$ cat config.mk
export PLATFORM = sky130hd
export DESIGN_NAME = spi_channel_registers
export DESIGN_NICKNAME = d
export VERILOG_FILES = /design/src/spi_channel_pkg.sv /design/src/sync_two_ff.sv /design/src/serial_clock_gen.sv /design/src/spi_channel_registers.sv
export VERILOG_INCLUDE_DIRS = /design/src
export SDC_FILE = /design/constraint.sdc
export NUM_CORES = 1
export LEC_CHECK = 0
export BUFFER_PORTS_ARGS = -buffer_cell sky130_fd_sc_hd__buf_2
export CAP_MARGIN = 40
export CORE_MARGIN = 2
export CORE_UTILIZATION = 53
export DETAILED_ROUTE_END_ITERATION = 10
export PLACE_DENSITY_LB_ADDON = 0.15
export SYNTH_ARGS = -nofsm -noshare
export SYNTH_HDL_FRONTEND = slang
export SYNTH_SLANG_ARGS = --single-unit
$ cat constraint.sdc
create_clock -name clk_i -period 3.2 [get_ports clk_i]
set_clock_uncertainty 0.15 [all_clocks]
set_input_delay 0.32 -clock clk_i [delete_from_list [all_inputs] [get_ports clk_i]]
set_output_delay 0.32 -clock clk_i [all_outputs]
set_load 0.02 [all_outputs]
$ cat src/spi_channel_defines.svh
// offsets, field positions, reset values and counts of the serial channel
`ifndef SPI_CHANNEL_DEFINES_SVH
`define SPI_CHANNEL_DEFINES_SVH

// register indexes, byte address is four times the index
`define IDX_SERIAL_STATUS 18'h04320
`define IDX_SERIAL_TX_BUFFER 18'h04322
`define IDX_SERIAL_RX_BUFFER 18'h04324
`define IDX_SERIAL_CONTROL 18'h04326
`define IDX_EVENT_STATUS 18'h04328
`define IDX_EVENT_MASK 18'h0432a

// serial_status fields
`define ST_BUSY_BIT 2
`define ST_RX_FULL_BIT 1
`define ST_TX_EMPTY_BIT 0

// serial_control fields
`define CTL_CLK_SRC_BIT 9
`define CTL_ORDER_BIT 8
`define CTL_RX_IE_BIT 5
`define CTL_TX_IE_BIT 4
`define CTL_PHASE_BIT 3
`define CTL_POLARITY_BIT 2
`define CTL_ROLE_BIT 1
`define CTL_ENABLE_BIT 0
`define CTL_WIDTH 10
`define CTL_WRITE_MASK 10'h33f

// event status / mask fields
`define EV_TX_EMPTY_BIT 0
`define EV_RX_FULL_BIT 1
`define EV_OVERRUN_BIT 2
`define EV_WIDTH 3

// reset values
`define CTL_RESET 10'h000
`define TX_BYTE_RESET 8'h00
`define RX_BYTE_RESET 8'h00
`define TX_EMPTY_RESET 1'b1
`define EV_RESET 3'h0
`define SYNC_RESET 4'h4

// peripheral clock divided by four: one half period is two cycles
`define DIV_LAST 2'h1
`define LAST_BIT 3'h7
`define LAST_EDGE 4'hf

`endif

$ cat src/spi_channel_pkg.sv
// types shared by the serial channel modules
package spi_channel_pkg;

   typedef enum logic {
      ST_IDLE,
      ST_SHIFT
   } engine_state_e;

endpackage

$ cat src/sync_two_ff.sv
// two flip-flop synchroniser for the serial pins
`timescale 1ns/100ps
`include "spi_channel_defines.svh"
module sync_two_ff
   import spi_channel_pkg::*;
(
   input wire logic clk_i,
   input wire logic rst_i,
   input wire logic [3:0] d_i,
   output logic [3:0] q_o
);

   logic [3:0] stage1;

   always_ff @(posedge clk_i or posedge rst_i) begin
      if (rst_i) begin
         stage1 <= `SYNC_RESET;
         q_o <= `SYNC_RESET;
      end else begin
         stage1 <= d_i;
         q_o <= stage1;
      end
   end

endmodule // sync_two_ff

$ cat src/serial_clock_gen.sv
// half-period enable for the master serial clock
`timescale 1ns/100ps
`include "spi_channel_defines.svh"
module serial_clock_gen
   import spi_channel_pkg::*;
(
   input wire logic clk_i,
   input wire logic rst_i,
   input wire logic src_sel_i,
   input wire logic timer_i,
   input wire logic run_i,
   output logic tick_o
);

   logic [1:0] div_cnt;
   logic timer_q;

   always_ff @(posedge clk_i or posedge rst_i) begin
      if (rst_i) begin
         div_cnt <= 2'h0;
      end else if (!run_i || div_cnt == `DIV_LAST) begin
         div_cnt <= 2'h0;
      end else begin
         div_cnt <= div_cnt + 2'h1;
      end
   end

   always_ff @(posedge clk_i or posedge rst_i) begin
      if (rst_i) begin
         timer_q <= 1'b0;
      end else begin
         timer_q <= timer_i;
      end
   end

   // timer output: one half period per rising edge
   assign tick_o = run_i & (src_sel_i ? (timer_i & ~timer_q) : (div_cnt == `DIV_LAST));

endmodule // serial_clock_gen

$ cat src/spi_channel_registers.sv
// serial peripheral channel with apb registers, master and slave engine
`timescale 1ns/100ps
`include "spi_channel_defines.svh"
// Overview of operation
// master role: status bit 2 reads 1 during a transfer, 0 idle.
// slave role: status bit 2 reads 1 while slave select is low.
// status bit 1 read-only, set while a received byte waits, reset 0.
// status bit 0 read-only, 1 when transmit buffer accepts a byte, reset 1.
// 8-bit read/write transmit buffer, reset zero, feeds the shifter.
// each received byte appears in 8-bit read-only receive buffer, reset zero.
// control bit 9 picks timer zero output or peripheral clock divided by four.
// control bit 8: 1 shifts lsb first, 0 msb first, reset msb.
// control bit 5 enables the receive-full interrupt, reset disabled.
// control bit 4 enables the transmit-empty interrupt, reset disabled.
// software sets phase, polarity and role before setting enable.
// interrupt when a buffer flag and its enable are both 1; reserved reads 0.
module spi_channel_registers
   import spi_channel_pkg::*;
(
   input wire logic clk_i,
   input wire logic rst_i,
   input wire logic psel_i,
   input wire logic penable_i,
   input wire logic pwrite_i,
   input wire logic [19:0] paddr_i,
   input wire logic [31:0] pwdata_i,
   input wire logic [3:0] pstrb_i,
   output logic [31:0] prdata_o,
   output logic pready_o,
   output logic pslverr_o,
   input wire logic eight_bit_timer_zero_i,
   output logic sclk_o,
   output logic mosi_o,
   output logic ss_n_o,
   input wire logic miso_i,
   input wire logic sclk_i,
   input wire logic mosi_i,
   input wire logic ss_n_i,
   output logic miso_o,
   output logic miso_oe_o,
   output logic irq_o
);

   function automatic logic addr_is(input logic [19:0] a, input logic [17:0] idx);
      addr_is = (a == {idx, 2'b00});
   endfunction

   function automatic logic [7:0] shift_out(input logic [7:0] v, input logic lsb_first);
      shift_out = lsb_first ? {1'b0, v[7:1]} : {v[6:0], 1'b0};
   endfunction

   function automatic logic [7:0] shift_in(input logic [7:0] v, input logic b, input logic lsb_first);
      shift_in = lsb_first ? {b, v[7:1]} : {v[6:0], b};
   endfunction

   // register state
   logic [`CTL_WIDTH-1:0] control;
   logic [7:0] tx_byte;
   logic [7:0] rx_byte;
   logic tx_empty_flag;
   logic rx_full_flag;
   logic [`EV_WIDTH-1:0] event_status;
   logic [`EV_WIDTH-1:0] event_mask;
   logic [31:0] prdata;

   // engine state
   engine_state_e state;
   logic [3:0] edge_cnt;
   logic [2:0] bit_cnt;
   logic [7:0] tx_shift;
   logic [7:0] rx_shift;
   logic sclk_q;

   // synchronised pins and history
   logic [3:0] pins_sync;
   logic s_sclk;
   logic s_mosi;
   logic s_ss_n;
   logic s_miso;
   logic sclk_prev;
   logic ss_n_prev;

   // control fields
   logic channel_enable;
   logic role_sel;
   logic clock_polarity_sel;
   logic clock_phase_sel;
   logic bit_order_sel;
   logic rx_full_irq_en;
   logic tx_empty_irq_en;
   logic clk_src_sel;

   // decoded strobes and events
   logic wr_acc;
   logic rd_acc;
   logic hit;
   logic tx_wr;
   logic rx_rd;
   logic master_on;
   logic slave_on;
   logic slave_active;
   logic tick;
   logic m_edge;
   logic s_rise;
   logic s_fall;
   logic s_edge;
   logic lead;
   logic edge_ev;
   logic sample_ev;
   logic shift_ev;
   logic byte_done;
   logic rx_samp;
   logic [1:0] m_samp_d;
   logic [1:0] m_last_d;
   logic din;
   logic out_bit;
   logic ss_fall;
   logic master_start;
   logic load_now;
   logic [7:0] load_data;
   logic tx_empty_set;
   logic xfer_busy_or_select_low;
   logic [`EV_WIDTH-1:0] ev_set;
   logic [31:0] read_mux;

   assign channel_enable = control[`CTL_ENABLE_BIT];
   assign role_sel = control[`CTL_ROLE_BIT];
   assign clock_polarity_sel = control[`CTL_POLARITY_BIT];
   assign clock_phase_sel = control[`CTL_PHASE_BIT];
   assign bit_order_sel = control[`CTL_ORDER_BIT];
   assign rx_full_irq_en = control[`CTL_RX_IE_BIT];
   assign tx_empty_irq_en = control[`CTL_TX_IE_BIT];
   assign clk_src_sel = control[`CTL_CLK_SRC_BIT];

   // pins from outside pass two flip-flops first
   sync_two_ff u_sync (
      .clk_i(clk_i),
      .rst_i(rst_i),
      .d_i({miso_i, ss_n_i, mosi_i, sclk_i}),
      .q_o(pins_sync)
   );

   assign s_sclk = pins_sync[0];
   assign s_mosi = pins_sync[1];
   assign s_ss_n = pins_sync[2];
   assign s_miso = pins_sync[3];

   assign master_on = channel_enable & role_sel;
   assign slave_on = channel_enable & ~role_sel;
   assign slave_active = slave_on & ~s_ss_n;

   serial_clock_gen u_clk (
      .clk_i(clk_i),
      .rst_i(rst_i),
      .src_sel_i(clk_src_sel),
      .timer_i(eight_bit_timer_zero_i),
      .run_i(master_on && state == ST_SHIFT),
      .tick_o(tick)
   );

   // apb decode, zero wait states
   assign wr_acc = psel_i & penable_i & pwrite_i;
   assign rd_acc = psel_i & penable_i & ~pwrite_i;
   assign hit = addr_is(paddr_i, `IDX_SERIAL_STATUS) | addr_is(paddr_i, `IDX_SERIAL_TX_BUFFER) |
                addr_is(paddr_i, `IDX_SERIAL_RX_BUFFER) | addr_is(paddr_i, `IDX_SERIAL_CONTROL) |
                addr_is(paddr_i, `IDX_EVENT_STATUS) | addr_is(paddr_i, `IDX_EVENT_MASK);
   assign pready_o = 1'b1;
   assign pslverr_o = psel_i & penable_i & ~hit;
   assign prdata_o = prdata;
   assign tx_wr = wr_acc & pstrb_i[0] & addr_is(paddr_i, `IDX_SERIAL_TX_BUFFER);
   assign rx_rd = rd_acc & addr_is(paddr_i, `IDX_SERIAL_RX_BUFFER);

   // serial edge events, master from the clock generator tick (divider or timer), slave from the pin
   assign s_rise = s_sclk & ~sclk_prev;
   assign s_fall = ~s_sclk & sclk_prev;
   assign ss_fall = ~s_ss_n & ss_n_prev;
   assign m_edge = master_on & (state == ST_SHIFT) & tick;
   assign s_edge = slave_active & (s_rise | s_fall);
   assign lead = master_on ? (sclk_q == clock_polarity_sel) : (clock_polarity_sel ? s_fall : s_rise);
   assign edge_ev = m_edge | s_edge;
   assign sample_ev = edge_ev & (lead ^ clock_phase_sel);
   assign shift_ev = edge_ev & ~(lead ^ clock_phase_sel) & (bit_cnt != 3'h0);
   // master input lags two cycles in the synchroniser, so it is taken two cycles late
   assign rx_samp = master_on ? m_samp_d[1] : sample_ev;
   assign byte_done = master_on ? (m_samp_d[1] & m_last_d[1]) : (sample_ev & (bit_cnt == `LAST_BIT));
   assign din = master_on ? s_miso : s_mosi;
   assign out_bit = bit_order_sel ? tx_shift[0] : tx_shift[7];

   // loading the shifter takes the waiting byte
   assign master_start = master_on & (state == ST_IDLE) & ~tx_empty_flag & ~tx_wr;
   assign load_now = master_start | (slave_on & (ss_fall | (byte_done & slave_active)));
   assign load_data = tx_wr ? pwdata_i[7:0] : tx_byte;
   assign tx_empty_set = load_now & (~tx_empty_flag | tx_wr);

   assign xfer_busy_or_select_low = role_sel ? (state == ST_SHIFT) : ~s_ss_n;

   always_ff @(posedge clk_i or posedge rst_i) begin
      if (rst_i) begin
         control <= `CTL_RESET;
      end else if (wr_acc && addr_is(paddr_i, `IDX_SERIAL_CONTROL)) begin
         if (pstrb_i[0]) begin
            control[7:0] <= pwdata_i[7:0] & 8'(`CTL_WRITE_MASK);
         end
         if (pstrb_i[1]) begin
            control[9:8] <= pwdata_i[9:8];
         end
      end
   end

   always_ff @(posedge clk_i or posedge rst_i) begin
      if (rst_i) begin
         tx_byte <= `TX_BYTE_RESET;
      end else if (tx_wr) begin
         tx_byte <= pwdata_i[7:0];
      end
   end

   always_ff @(posedge clk_i or posedge rst_i) begin
      if (rst_i) begin
         tx_empty_flag <= `TX_EMPTY_RESET;
      end else if (tx_empty_set) begin
         tx_empty_flag <= 1'b1;
      end else if (tx_wr) begin
         tx_empty_flag <= 1'b0;
      end
   end

   always_ff @(posedge clk_i or posedge rst_i) begin
      if (rst_i) begin
         tx_shift <= `TX_BYTE_RESET;
      end else if (load_now) begin
         tx_shift <= load_data;
      end else if (shift_ev) begin
         tx_shift <= shift_out(tx_shift, bit_order_sel);
      end
   end

   always_ff @(posedge clk_i or posedge rst_i) begin
      if (rst_i) begin
         rx_shift <= `RX_BYTE_RESET;
      end else if (rx_samp) begin
         rx_shift <= shift_in(rx_shift, din, bit_order_sel);
      end
   end

   always_ff @(posedge clk_i or posedge rst_i) begin
      if (rst_i) begin
         m_samp_d <= 2'h0;
         m_last_d <= 2'h0;
      end else begin
         m_samp_d <= {m_samp_d[0], sample_ev & master_on};
         m_last_d <= {m_last_d[0], bit_cnt == `LAST_BIT};
      end
   end

   always_ff @(posedge clk_i or posedge rst_i) begin
      if (rst_i) begin
         bit_cnt <= 3'h0;
      end else if (!channel_enable || (slave_on && s_ss_n) || master_start) begin
         bit_cnt <= 3'h0;
      end else if (sample_ev) begin
         bit_cnt <= bit_cnt + 3'h1;
      end
   end

   // master sequencer: sixteen half periods per byte
   always_ff @(posedge clk_i or posedge rst_i) begin
      if (rst_i) begin
         state <= ST_IDLE;
         edge_cnt <= 4'h0;
      end else if (!master_on) begin
         state <= ST_IDLE;
         edge_cnt <= 4'h0;
      end else begin
         unique case (state)
            ST_IDLE: begin
               edge_cnt <= 4'h0;
               if (master_start) begin
                  state <= ST_SHIFT;
               end
            end
            ST_SHIFT: begin
               if (m_edge) begin
                  edge_cnt <= edge_cnt + 4'h1;
                  if (edge_cnt == `LAST_EDGE) begin
                     state <= ST_IDLE;
                  end
               end
            end
         endcase
      end
   end

   always_ff @(posedge clk_i or posedge rst_i) begin
      if (rst_i) begin
         sclk_q <= 1'b0;
      end else if (!(master_on && state == ST_SHIFT)) begin
         sclk_q <= clock_polarity_sel;
      end else if (m_edge) begin
         sclk_q <= ~sclk_q;
      end
   end

   always_ff @(posedge clk_i or posedge rst_i) begin
      if (rst_i) begin
         sclk_prev <= 1'b0;
         ss_n_prev <= 1'b1;
      end else begin
         sclk_prev <= s_sclk;
         ss_n_prev <= s_ss_n;
      end
   end

   always_ff @(posedge clk_i or posedge rst_i) begin
      if (rst_i) begin
         rx_byte <= `RX_BYTE_RESET;
      end else if (byte_done) begin
         rx_byte <= shift_in(rx_shift, din, bit_order_sel);
      end
   end

   always_ff @(posedge clk_i or posedge rst_i) begin
      if (rst_i) begin
         rx_full_flag <= 1'b0;
      end else if (byte_done) begin
         rx_full_flag <= 1'b1;
      end else if (rx_rd) begin
         rx_full_flag <= 1'b0;
      end
   end

   // sticky events, set wins over a write-one clear
   always_comb begin
      ev_set = `EV_RESET;
      ev_set[`EV_TX_EMPTY_BIT] = tx_empty_set;
      ev_set[`EV_RX_FULL_BIT] = byte_done;
      ev_set[`EV_OVERRUN_BIT] = byte_done & rx_full_flag & ~rx_rd;
   end

   always_ff @(posedge clk_i or posedge rst_i) begin
      if (rst_i) begin
         event_status <= `EV_RESET;
      end else if (wr_acc && pstrb_i[0] && addr_is(paddr_i, `IDX_EVENT_STATUS)) begin
         event_status <= (event_status & ~pwdata_i[`EV_WIDTH-1:0]) | ev_set;
      end else begin
         event_status <= event_status | ev_set;
      end
   end

   always_ff @(posedge clk_i or posedge rst_i) begin
      if (rst_i) begin
         event_mask <= `EV_RESET;
      end else if (wr_acc && pstrb_i[0] && addr_is(paddr_i, `IDX_EVENT_MASK)) begin
         event_mask <= pwdata_i[`EV_WIDTH-1:0];
      end
   end

   always_ff @(posedge clk_i or posedge rst_i) begin
      if (rst_i) begin
         irq_o <= 1'b0;
      end else begin
         irq_o <= (rx_full_flag & rx_full_irq_en) | (tx_empty_flag & tx_empty_irq_en) |
                  (|(event_status & event_mask));
      end
   end

   // read data, reserved bits zero
   always_comb begin
      read_mux = 32'h0000_0000;
      if (addr_is(paddr_i, `IDX_SERIAL_STATUS)) begin
         read_mux[`ST_BUSY_BIT] = xfer_busy_or_select_low;
         read_mux[`ST_RX_FULL_BIT] = rx_full_flag;
         read_mux[`ST_TX_EMPTY_BIT] = tx_empty_flag;
      end else if (addr_is(paddr_i, `IDX_SERIAL_TX_BUFFER)) begin
         read_mux[7:0] = tx_byte;
      end else if (addr_is(paddr_i, `IDX_SERIAL_RX_BUFFER)) begin
         read_mux[7:0] = rx_byte;
      end else if (addr_is(paddr_i, `IDX_SERIAL_CONTROL)) begin
         read_mux[`CTL_WIDTH-1:0] = control;
      end else if (addr_is(paddr_i, `IDX_EVENT_STATUS)) begin
         read_mux[`EV_WIDTH-1:0] = event_status;
      end else if (addr_is(paddr_i, `IDX_EVENT_MASK)) begin
         read_mux[`EV_WIDTH-1:0] = event_mask;
      end
   end

   // captured in the setup cycle, stable through the access cycle
   always_ff @(posedge clk_i or posedge rst_i) begin
      if (rst_i) begin
         prdata <= 32'h0000_0000;
      end else if (psel_i && !penable_i && !pwrite_i) begin
         prdata <= read_mux;
      end
   end

   // serial pins
   always_ff @(posedge clk_i or posedge rst_i) begin
      if (rst_i) begin
         ss_n_o <= 1'b1;
      end else begin
         ss_n_o <= ~(master_on & (master_start | (state == ST_SHIFT)));
      end
   end

   assign sclk_o = sclk_q;
   assign mosi_o = master_on & out_bit;
   assign miso_o = slave_active & out_bit;
   assign miso_oe_o = slave_active;

endmodule // spi_channel_registers

==> results of run 1 <==
metal layers:
metal	wire length, um	vias to the layer above
met5	0	-
met4	138	0
met3	457	12
met2	4040	99
met1	4160	1476
li1	-	1423
power by group through the flow:
stage               clock network, mW  registers [mW]  logic (mW)
CTS                             0.799            1.10       0.135
global route                    0.849            1.10       0.149
global placement                    0            1.12       0.124
floorplan                           0            1.12      0.0965
detailed placement                  0            1.12       0.129
finish                          0.789            1.10       0.133
cells by family after synthesis:
| family | synth area share |
|---|---|
| DFF | 0.504 |
| AOI/OAI and AO/OA | 0.0731 |
| and+or+nand+nor | 0.136 |
| buffers and inverters | 0.0661 |
| adders and majority gates | 0.0205 |
| other | 0.00175 |
| xor gates and xnor gates | 0.0143 |
| muxes | 0.184 |
worst register-to-register path, delay by kind of cell (launching register included):
kind	cells	cell delay (ps)
mux	3	920
simple gates	2	660
flops	1	460
xor+xnor	1	170
cell usage after synthesis, drive strengths merged, types with 5 or more instances:
cell,number,area (um^2)
dfrtp,81,2030
mux2,61,687
nand2,37,139
buf,27,196
nor2,27,101
o21ai,16,80.1
inv,14,52.6
mux2i,10,100
clkbuf,9,33.8
nand2b,9,56.3
a21oi,8,40.0
ha,7,87.6
nand3,6,42.5
nand4,6,37.5
nor3,6,41.3
o31ai,6,45.0
dfstp,5,131
per-stage QoR:
stage | power (mW) | std cells | hold slack (ps) | util | instance area, um^2
after floorplan | 1.21 | 405 | 174 | - | 4360
after global routing | 2.10 | 559 | 52.2 | 0.630 | 4890
final | 2.02 | 559 | 55.5 | 0.630 | 4890
after CTS | 2.03 | 559 | 45.8 | 0.630 | 4890
after global placement | 1.24 | 536 | 181 | 0.594 | 4610
after detailed placement | 1.25 | 537 | 154 | 0.596 | 4630
cell usage in the layout (no fill, tap or decap), drive strengths merged, types with 2 or more instances in the layout:
cell / synthesis / final
nor2: 27 / 27
xnor2: 4 / 4
a41o: 2 / 2
a21oi: 8 / 8
a22oi: 3 / 3
nand2b: 9 / 9
clkinv: 0 / 2
ha: 7 / 7
nor4bb: 2 / 2
inv: 14 / 13
nand4: 6 / 6
dlygate4sd3: 0 / 6
clkbuf: 9 / 13
nand3: 6 / 6
nor3: 6 / 6
dfstp: 5 / 5
dfrtp: 81 / 81
nand2: 37 / 37
a22o: 4 / 4
o21ai: 16 / 16
nor2b: 4 / 4
xor2: 3 / 3
mux2i: 10 / 10
or3b: 2 / 2
mux2: 61 / 61
or3: 4 / 4
or2: 2 / 2
o31ai: 6 / 6
or4: 3 / 3
o22ai: 2 / 2
conb: 2 / 23
buf: 27 / 66
nor4: 2 / 2
final cells by class:
type | count | share of cell area
flip-flops and latches | 86 | 0.441
multi-input cells | 269 | 0.392
clock inverters | 3 | 0.00869
clock buffers | 13 | 0.0325
inverters | 14 | 0.0110
well taps | 102 | 0.0261
repair buffers | 72 | 0.0890
state kept, by name, indices dropped and copies added (netlist names), 2 cells and up:
name	cells
rx_shift	8
edge_cnt	4
u_clk.div_cnt	2
event_status	3
u_sync.q_o	4
control	8
m_last_d	2
prdata_o	10
rx_byte	8
m_samp_d	2
bit_cnt	3
tx_byte	8
event_mask	3
u_sync.stage1	4
tx_shift	8
path summary, 6_finish.rpt:
kind	endpoint
worst max-delay path	tx_shift[6]$_DFFE_PP0P_
worst min-delay path	control[9]$_DFFE_PP0P_
worst max register to register	tx_shift[6]$_DFFE_PP0P_
worst min register to register	m_samp_d[1]$_DFF_PP0_
max in group asynchronous	tx_empty_flag$_DFFE_PP1P_
min in group asynchronous	state$_DFF_PP0_
timing repair:
action                    4_1_cts  5_1_grt
hold endpoints to repair       20        0
gates resized for setup         0        0
hold buffers                    6        0
==> flow_metrics.py, run 1 <==
metrics = {
    "timing": {
        "hold_viol": 0,
        "period_needed_ps": 2490,
        "max_slew_margin": 0.424,
        "tightest_slew_ps": 864,
        "slew_violations": 0,
        "rsz0062_at_grt": "false",
        "tns_ps": 0,
        "fin_crit_sh": 0.777,
        "fmax_ghz": 0.402,
        "setup_viol_count_final": 0,
        "fin_ws_ps": 713,
    },
    "final_layout": {
        "diodes": 0,
        "multi_input_area_um2": 1920,
        "drive_gt1_frac": 0.337,
        "fill_cells": 651,
        "seq_area_um2": 2160,
        "final_nets": 525,
        "area_growth_pct": 14.4,
    },
    "detailed_routing": {
        "firstDrtPassIters": 4,
        "route.vias.total": 3010,
        "drt_iter0_markers": 195,
        "viasPerCell": 5.38,
        "wl_per_cell_um": 15.7,
        "wirelength_um": 8800,
        "drc": 0,
        "ant_nets": 0,
    },
    "worst_hold_path": {
        "holdPathStages": 2,
        "hold_class": "input pin to flip-flop",
        "hold_path.startpoint": "pwdata_i[9]",
    },
    "clock_network": {
        "cts_buffers": 9,
        "clkSinkCount": 86,
        "clock-root-buffer": "clkbuf_8",
        "clk_pin_slew_ps": 90,
        "tritoncts": "yes",
        "htree_num_levels": 3,
        "ctsLongestPathBuffers": 2,
        "clkLatencyLatePin_ps": 360,
        "cts_setup_buffers": 0,
    },
    "grt": {
        "grt_pass1_wl_um": 14200,
        "antenna_found_initial": 0,
        "top_usage_layer": "met2",
        "use_met1": 0.304,
        "grt.met3_usage": 0.0297,
        "grt_pass1_vias": 2787,
        "grt_start_max_net_pins": 37,
        "use_met2": 0.335,
        "grt_util_all_layers": 0.213,
        "grt_remaining_overflow": 0,
    },
    "synth": {
        "synth-edff-count": 0,
        "syn_area_um2": 4280,
        "ys.flop_type": "dfrtp_1",
        "ys_seq_elements": 86,
        "async_flop_share": 1.00,
        "ys_seq_area_frac": 0.504,
        "synth.lib_cells_used.distinct": 50,
        "syn_avg_cell_area_um2": 11.1,
        "syn_inst": 384,
        "yosys_warnings": 0,
    },
    "pwr": {
        "seq_power_share": 0.543,
        "clkPwrFrac": 0.391,
        "sw_frac_of_total": 0.236,
        "power.density_nw_per_um2": 412,
        "p_int_mw": 1.54,
        "p_sw_mw": 0.477,
        "ir_drop_mv": 0.220,
        "p_comb_frac": 0.066,
        "power_leakage_nw": 2.47,
    },
    "floorplanning": {
        "initial_core_util": 0.551,
        "io_pins": 106,
        "die_y_um": 93.9,
        "fp.coreArea_um2": 7770,
        "dieArea_um2": 8810,
        "fp.dieW_um": 93.9,
        "rows": 32,
    },
    "setup_path": {
        "critPathKind": "flip-flop to flip-flop",
        "r2r_setup_slack_ps": 710,
        "endpoint_kind": "flip-flop",
        "cpLargestDelayFamily": "multiplexers",
        "critPathMostFrequentCell": "mux2_2",
        "cp.depth": 6,
        "crit_fanout": 8,
        "startpoint_type": "flip-flop",
        "r2r_start": "control[1]$_DFFE_PP0P_",
        "slowest_stage": "dfrtp_1",
        "path_cells": "nand2_1 > mux2i_1 > xnor2_1 > nand3_1 > mux2_2 > mux2_2",
        "crit_path_start": "control[1]$_DFFE_PP0P_",
        "critical_path_buf_inv_count": 0,
        "cp.required_ps": 3290,
        "r2r_cells": 6,
        "cpPeakStageDelay_ps": 460,
        "arrival_ps": 2580,
    },
    "status": {
        "outcome": "complete, no violations",
    },
    "placed_design": {
        "io_buffers": 58,
        "gp_congestion": 0.858,
        "dp_hpwl_um": 6600,
        "dp_slack_ps": 488,
    },
    "run": {
        "cap_violations": 0,
    },
}
No activity file was read; power rests on OpenSTA's default activity.
==> run 2: changes to the inputs <==
--- a/config.mk
+++ b/config.mk
@@ -6,10 +6,11 @@
 export SDC_FILE = /design/constraint.sdc
 export NUM_CORES = 1
 export LEC_CHECK = 0
+export ABC_AREA = 1
 export BUFFER_PORTS_ARGS = -buffer_cell sky130_fd_sc_hd__buf_2
 export CAP_MARGIN = 40
 export CORE_MARGIN = 2
-export CORE_UTILIZATION = 53
+export CORE_UTILIZATION = 54
 export DETAILED_ROUTE_END_ITERATION = 10
 export PLACE_DENSITY_LB_ADDON = 0.15
 export SYNTH_ARGS = -nofsm -noshare
==> constraint.sdc (replaced) <==
create_clock -name clk_i -period 2.4 [get_ports clk_i]
set_clock_uncertainty 0.15 [all_clocks]
set_input_delay 0.24 -clock clk_i [delete_from_list [all_inputs] [get_ports clk_i]]
set_output_delay 0.24 -clock clk_i [all_outputs]
set_load 0.02 [all_outputs]
==> run 2 against run 1 <==
Against the previous run:
- combinational power increased to 4.9 times the previous value
- final cell count increased by 38%
- area after synthesis is 7.1% higher
- worst setup slack got worse by 470 ps
- first-iteration DRC count is 12% higher
- non-clock buffer count rose by 8
- clock-buffer cell count decreased by 2
- sequential share of layout area is 3.0 points lower
==> flow_metrics.py, run 2 <==
metrics = {
    "clock_network": {
        "cts_resized": 0,
        "ctsLongestPathBuffers": 2,
        "cts_buffers": 9,
        "clkLatencyLatePin_ps": 360,
        "htree_num_levels": 3,
        "tritoncts": "yes",
        "clock-root-buffer": "clkbuf_8",
        "cts_setup_buffers": 0,
        "clkSinkCount": 86,
        "cts_hold_buffers": 13,
        "clk_pin_slew_ps": 90,
    },
    "placed_design": {
        "io_buffers": 58,
        "gp_congestion": 0.878,
        "dp_hpwl_um": 7310,
        "placed_cells": 740,
        "dp_slack_ps": 258,
    },
    "status": {
        "outcome": "complete, no violations",
    },
    "pwr": {
        "power_leakage_nw": 2.69,
        "ir_drop_mv": 0.536,
        "finalPower_mw": 3.45,
        "power.density_nw_per_um2": 657,
    },
    "setup_path": {
        "critPathMostFrequentCell": "nand2_1",
        "startpoint_type": "flip-flop",
        "critPathKind": "flip-flop to flip-flop",
        "arrival_ps": 2240,
        "path_cells": "ha_1 > nand2_1 > nand2_1 > a21oi_1 > nor2_4 > nand3_2 > nand2_2 > or2_2",
        "slowest_stage": "dfrtp_1",
        "cp.required_ps": 2480,
        "crit_fanout": 16,
        "cpPeakStageDelay_ps": 390,
        "endpoint_kind": "flip-flop",
    },
    "detailed_routing": {
        "viasPerCell": 4.96,
        "ant_nets": 0,
        "drt_iter0_markers": 219,
        "wl_per_cell_um": 13.0,
        "firstDrtPassIters": 5,
        "route.vias.total": 3817,
        "drc": 0,
        "wirelength_um": 9980,
    },
    "timing": {
        "rsz0062_at_grt": "false",
        "hold_viol": 0,
        "fin_crit_sh": 0.898,
        "tns_ps": 0,
        "fmax_ghz": 0.464,
        "fin_ws_ps": 244,
        "setup_viol_count_final": 0,
        "whs_ps": 13.8,
        "period_needed_ps": 2160,
        "slew_violations": 0,
    },
    "synth": {
        "async_flop_share": 1.00,
        "syn_avg_cell_area_um2": 7.89,
        "yosysTopAreaCellShare": 0.442,
        "syn_area_um2": 4590,
        "yosysTopAreaCell": "dfrtp_1",
        "ys.flop_type": "dfrtp_1",
        "yosys_warnings": 0,
        "synthTopCellsByCount": "156 x nand2_1, 91 x inv_1, 81 x dfrtp_1",
        "yosysMostFrequentCell": "nand2_1",
        "syn_inst": 581,
        "synth.lib_cells_used.distinct": 41,
        "ys_seq_area_frac": 0.471,
        "ys_top_cells_by_area": "dfrtp_1 44%, nand2_1 13%, inv_1 7.4%, o21ai_0 5.5%, buf_4 4.1%",
        "ys_seq_elements": 86,
        "synth-edff-count": 0,
    },
    "final_layout": {
        "fill_cells": 754,
        "final_cell_mix": "156 x nand2_1, 90 x inv_1, 81 x dfrtp_1",
        "drive_gt1_frac": 0.187,
        "mostFrequentLayoutCell": "nand2_1",
        "area_growth_pct": 14.5,
        "final_nets": 732,
        "instances_no_fill": 769,
        "diodes": 0,
        "largest_reg_flops": 10,
    },
    "grt": {
        "grt_util_all_layers": 0.226,
        "antenna_found_initial": 0,
        "grt_start_max_net_pins": 87,
        "grt_pass1_vias": 3408,
        "grt_pass1_wl_um": 15900,
        "grt_remaining_overflow": 0,
    },
    "floorplanning": {
        "dieArea_um2": 9240,
        "die_y_um": 96.2,
        "fp.coreArea_um2": 8220,
        "initial_core_util": 0.558,
        "io_pins": 106,
        "fp.dieW_um": 96.2,
        "rows": 33,
    },
    "worst_hold_path": {
        "hold_class": "input pin to flip-flop",
    },
    "run": {
        "cap_violations": 0,
    },
}
-- run 2: worst paths after layout --
kind | start | end | slack [ps] | cells past startpoint
min in group asynchronous | rst_i | u_clk.timer_q$_DFF_PP0_ | 380 | 4
min | pwdata_i[1] | tx_byte[1]$_DFF_PP0_ | 10 | 3
min reg2reg | u_sync.stage1[0]$_DFF_PP0_ | u_sync.q_o[0]$_DFF_PP0_ | 210 | 0
max reg2reg | u_clk.div_cnt[0]$_DFF_PP0_ | rx_full_flag$_DFFE_PP0P_ | 240 | 8
max | u_clk.div_cnt[0]$_DFF_PP0_ | rx_full_flag$_DFFE_PP0P_ | 240 | 8
max in group asynchronous | rst_i | tx_empty_flag$_DFFE_PP1P_ | 1310 | 4
-- run 2: layout make-up --
class	count	area, um^2	area share
clock inverters	5	60.1	0.0114
well taps	105	131	0.0250
inverters	97	369	0.0703
flip-flops and latches	86	2160	0.411
clock buffers	11	131	0.0250
repair buffers	80	500	0.0953
multi-input cells	385	1900	0.362
-- run 2: cells by family after synthesis --
kind of cell / Yosys count / share of synthesized area
flip-flops: 86 / 0.471
XOR/XNOR: 1 / 0.00191
buffers and inverters: 131 / 0.132
multiplexers: 1 / 0.00218
AND/OR/NAND/NOR: 269 / 0.269
adder cells (fa/ha/maj): 7 / 0.0191
other: 2 / 0.00164
AO/OA/AOI/OAI: 84 / 0.104
-- run 2: worst max-delay path: cells and delay by family (launching register included) --
family                     cells  cell delay (ps)
AOI/OAI and AO/OA              1              300
adders and majority gates      1              230
DFF                            1              390
and+or+nand+nor                6              950
-- run 2: routing by layer --
metal	global-route usage	vias up	wire length [um]
li1	-	1945	-
met1	0.312	1726	4710
met2	0.358	127	4470
met3	0.0337	19	571
met4	0.0929	0	227
met5	0	-	0
-- run 2: where the power goes --
group	switching [mW]	internal, mW	total (mW)
logic	0.402	0.250	0.652
clock network	0.520	0.484	1.00
registers	0.137	1.66	1.80
-- run 2: through the flow --
stage | util | instance area (um^2)
3_3_place_gp | 0.600 | 4930
3_5_place_dp | 0.600 | 4930
2_1_floorplan | - | 4670
4_1_cts | 0.639 | 5250
5_1_grt | 0.639 | 5250
6_report | 0.639 | 5250
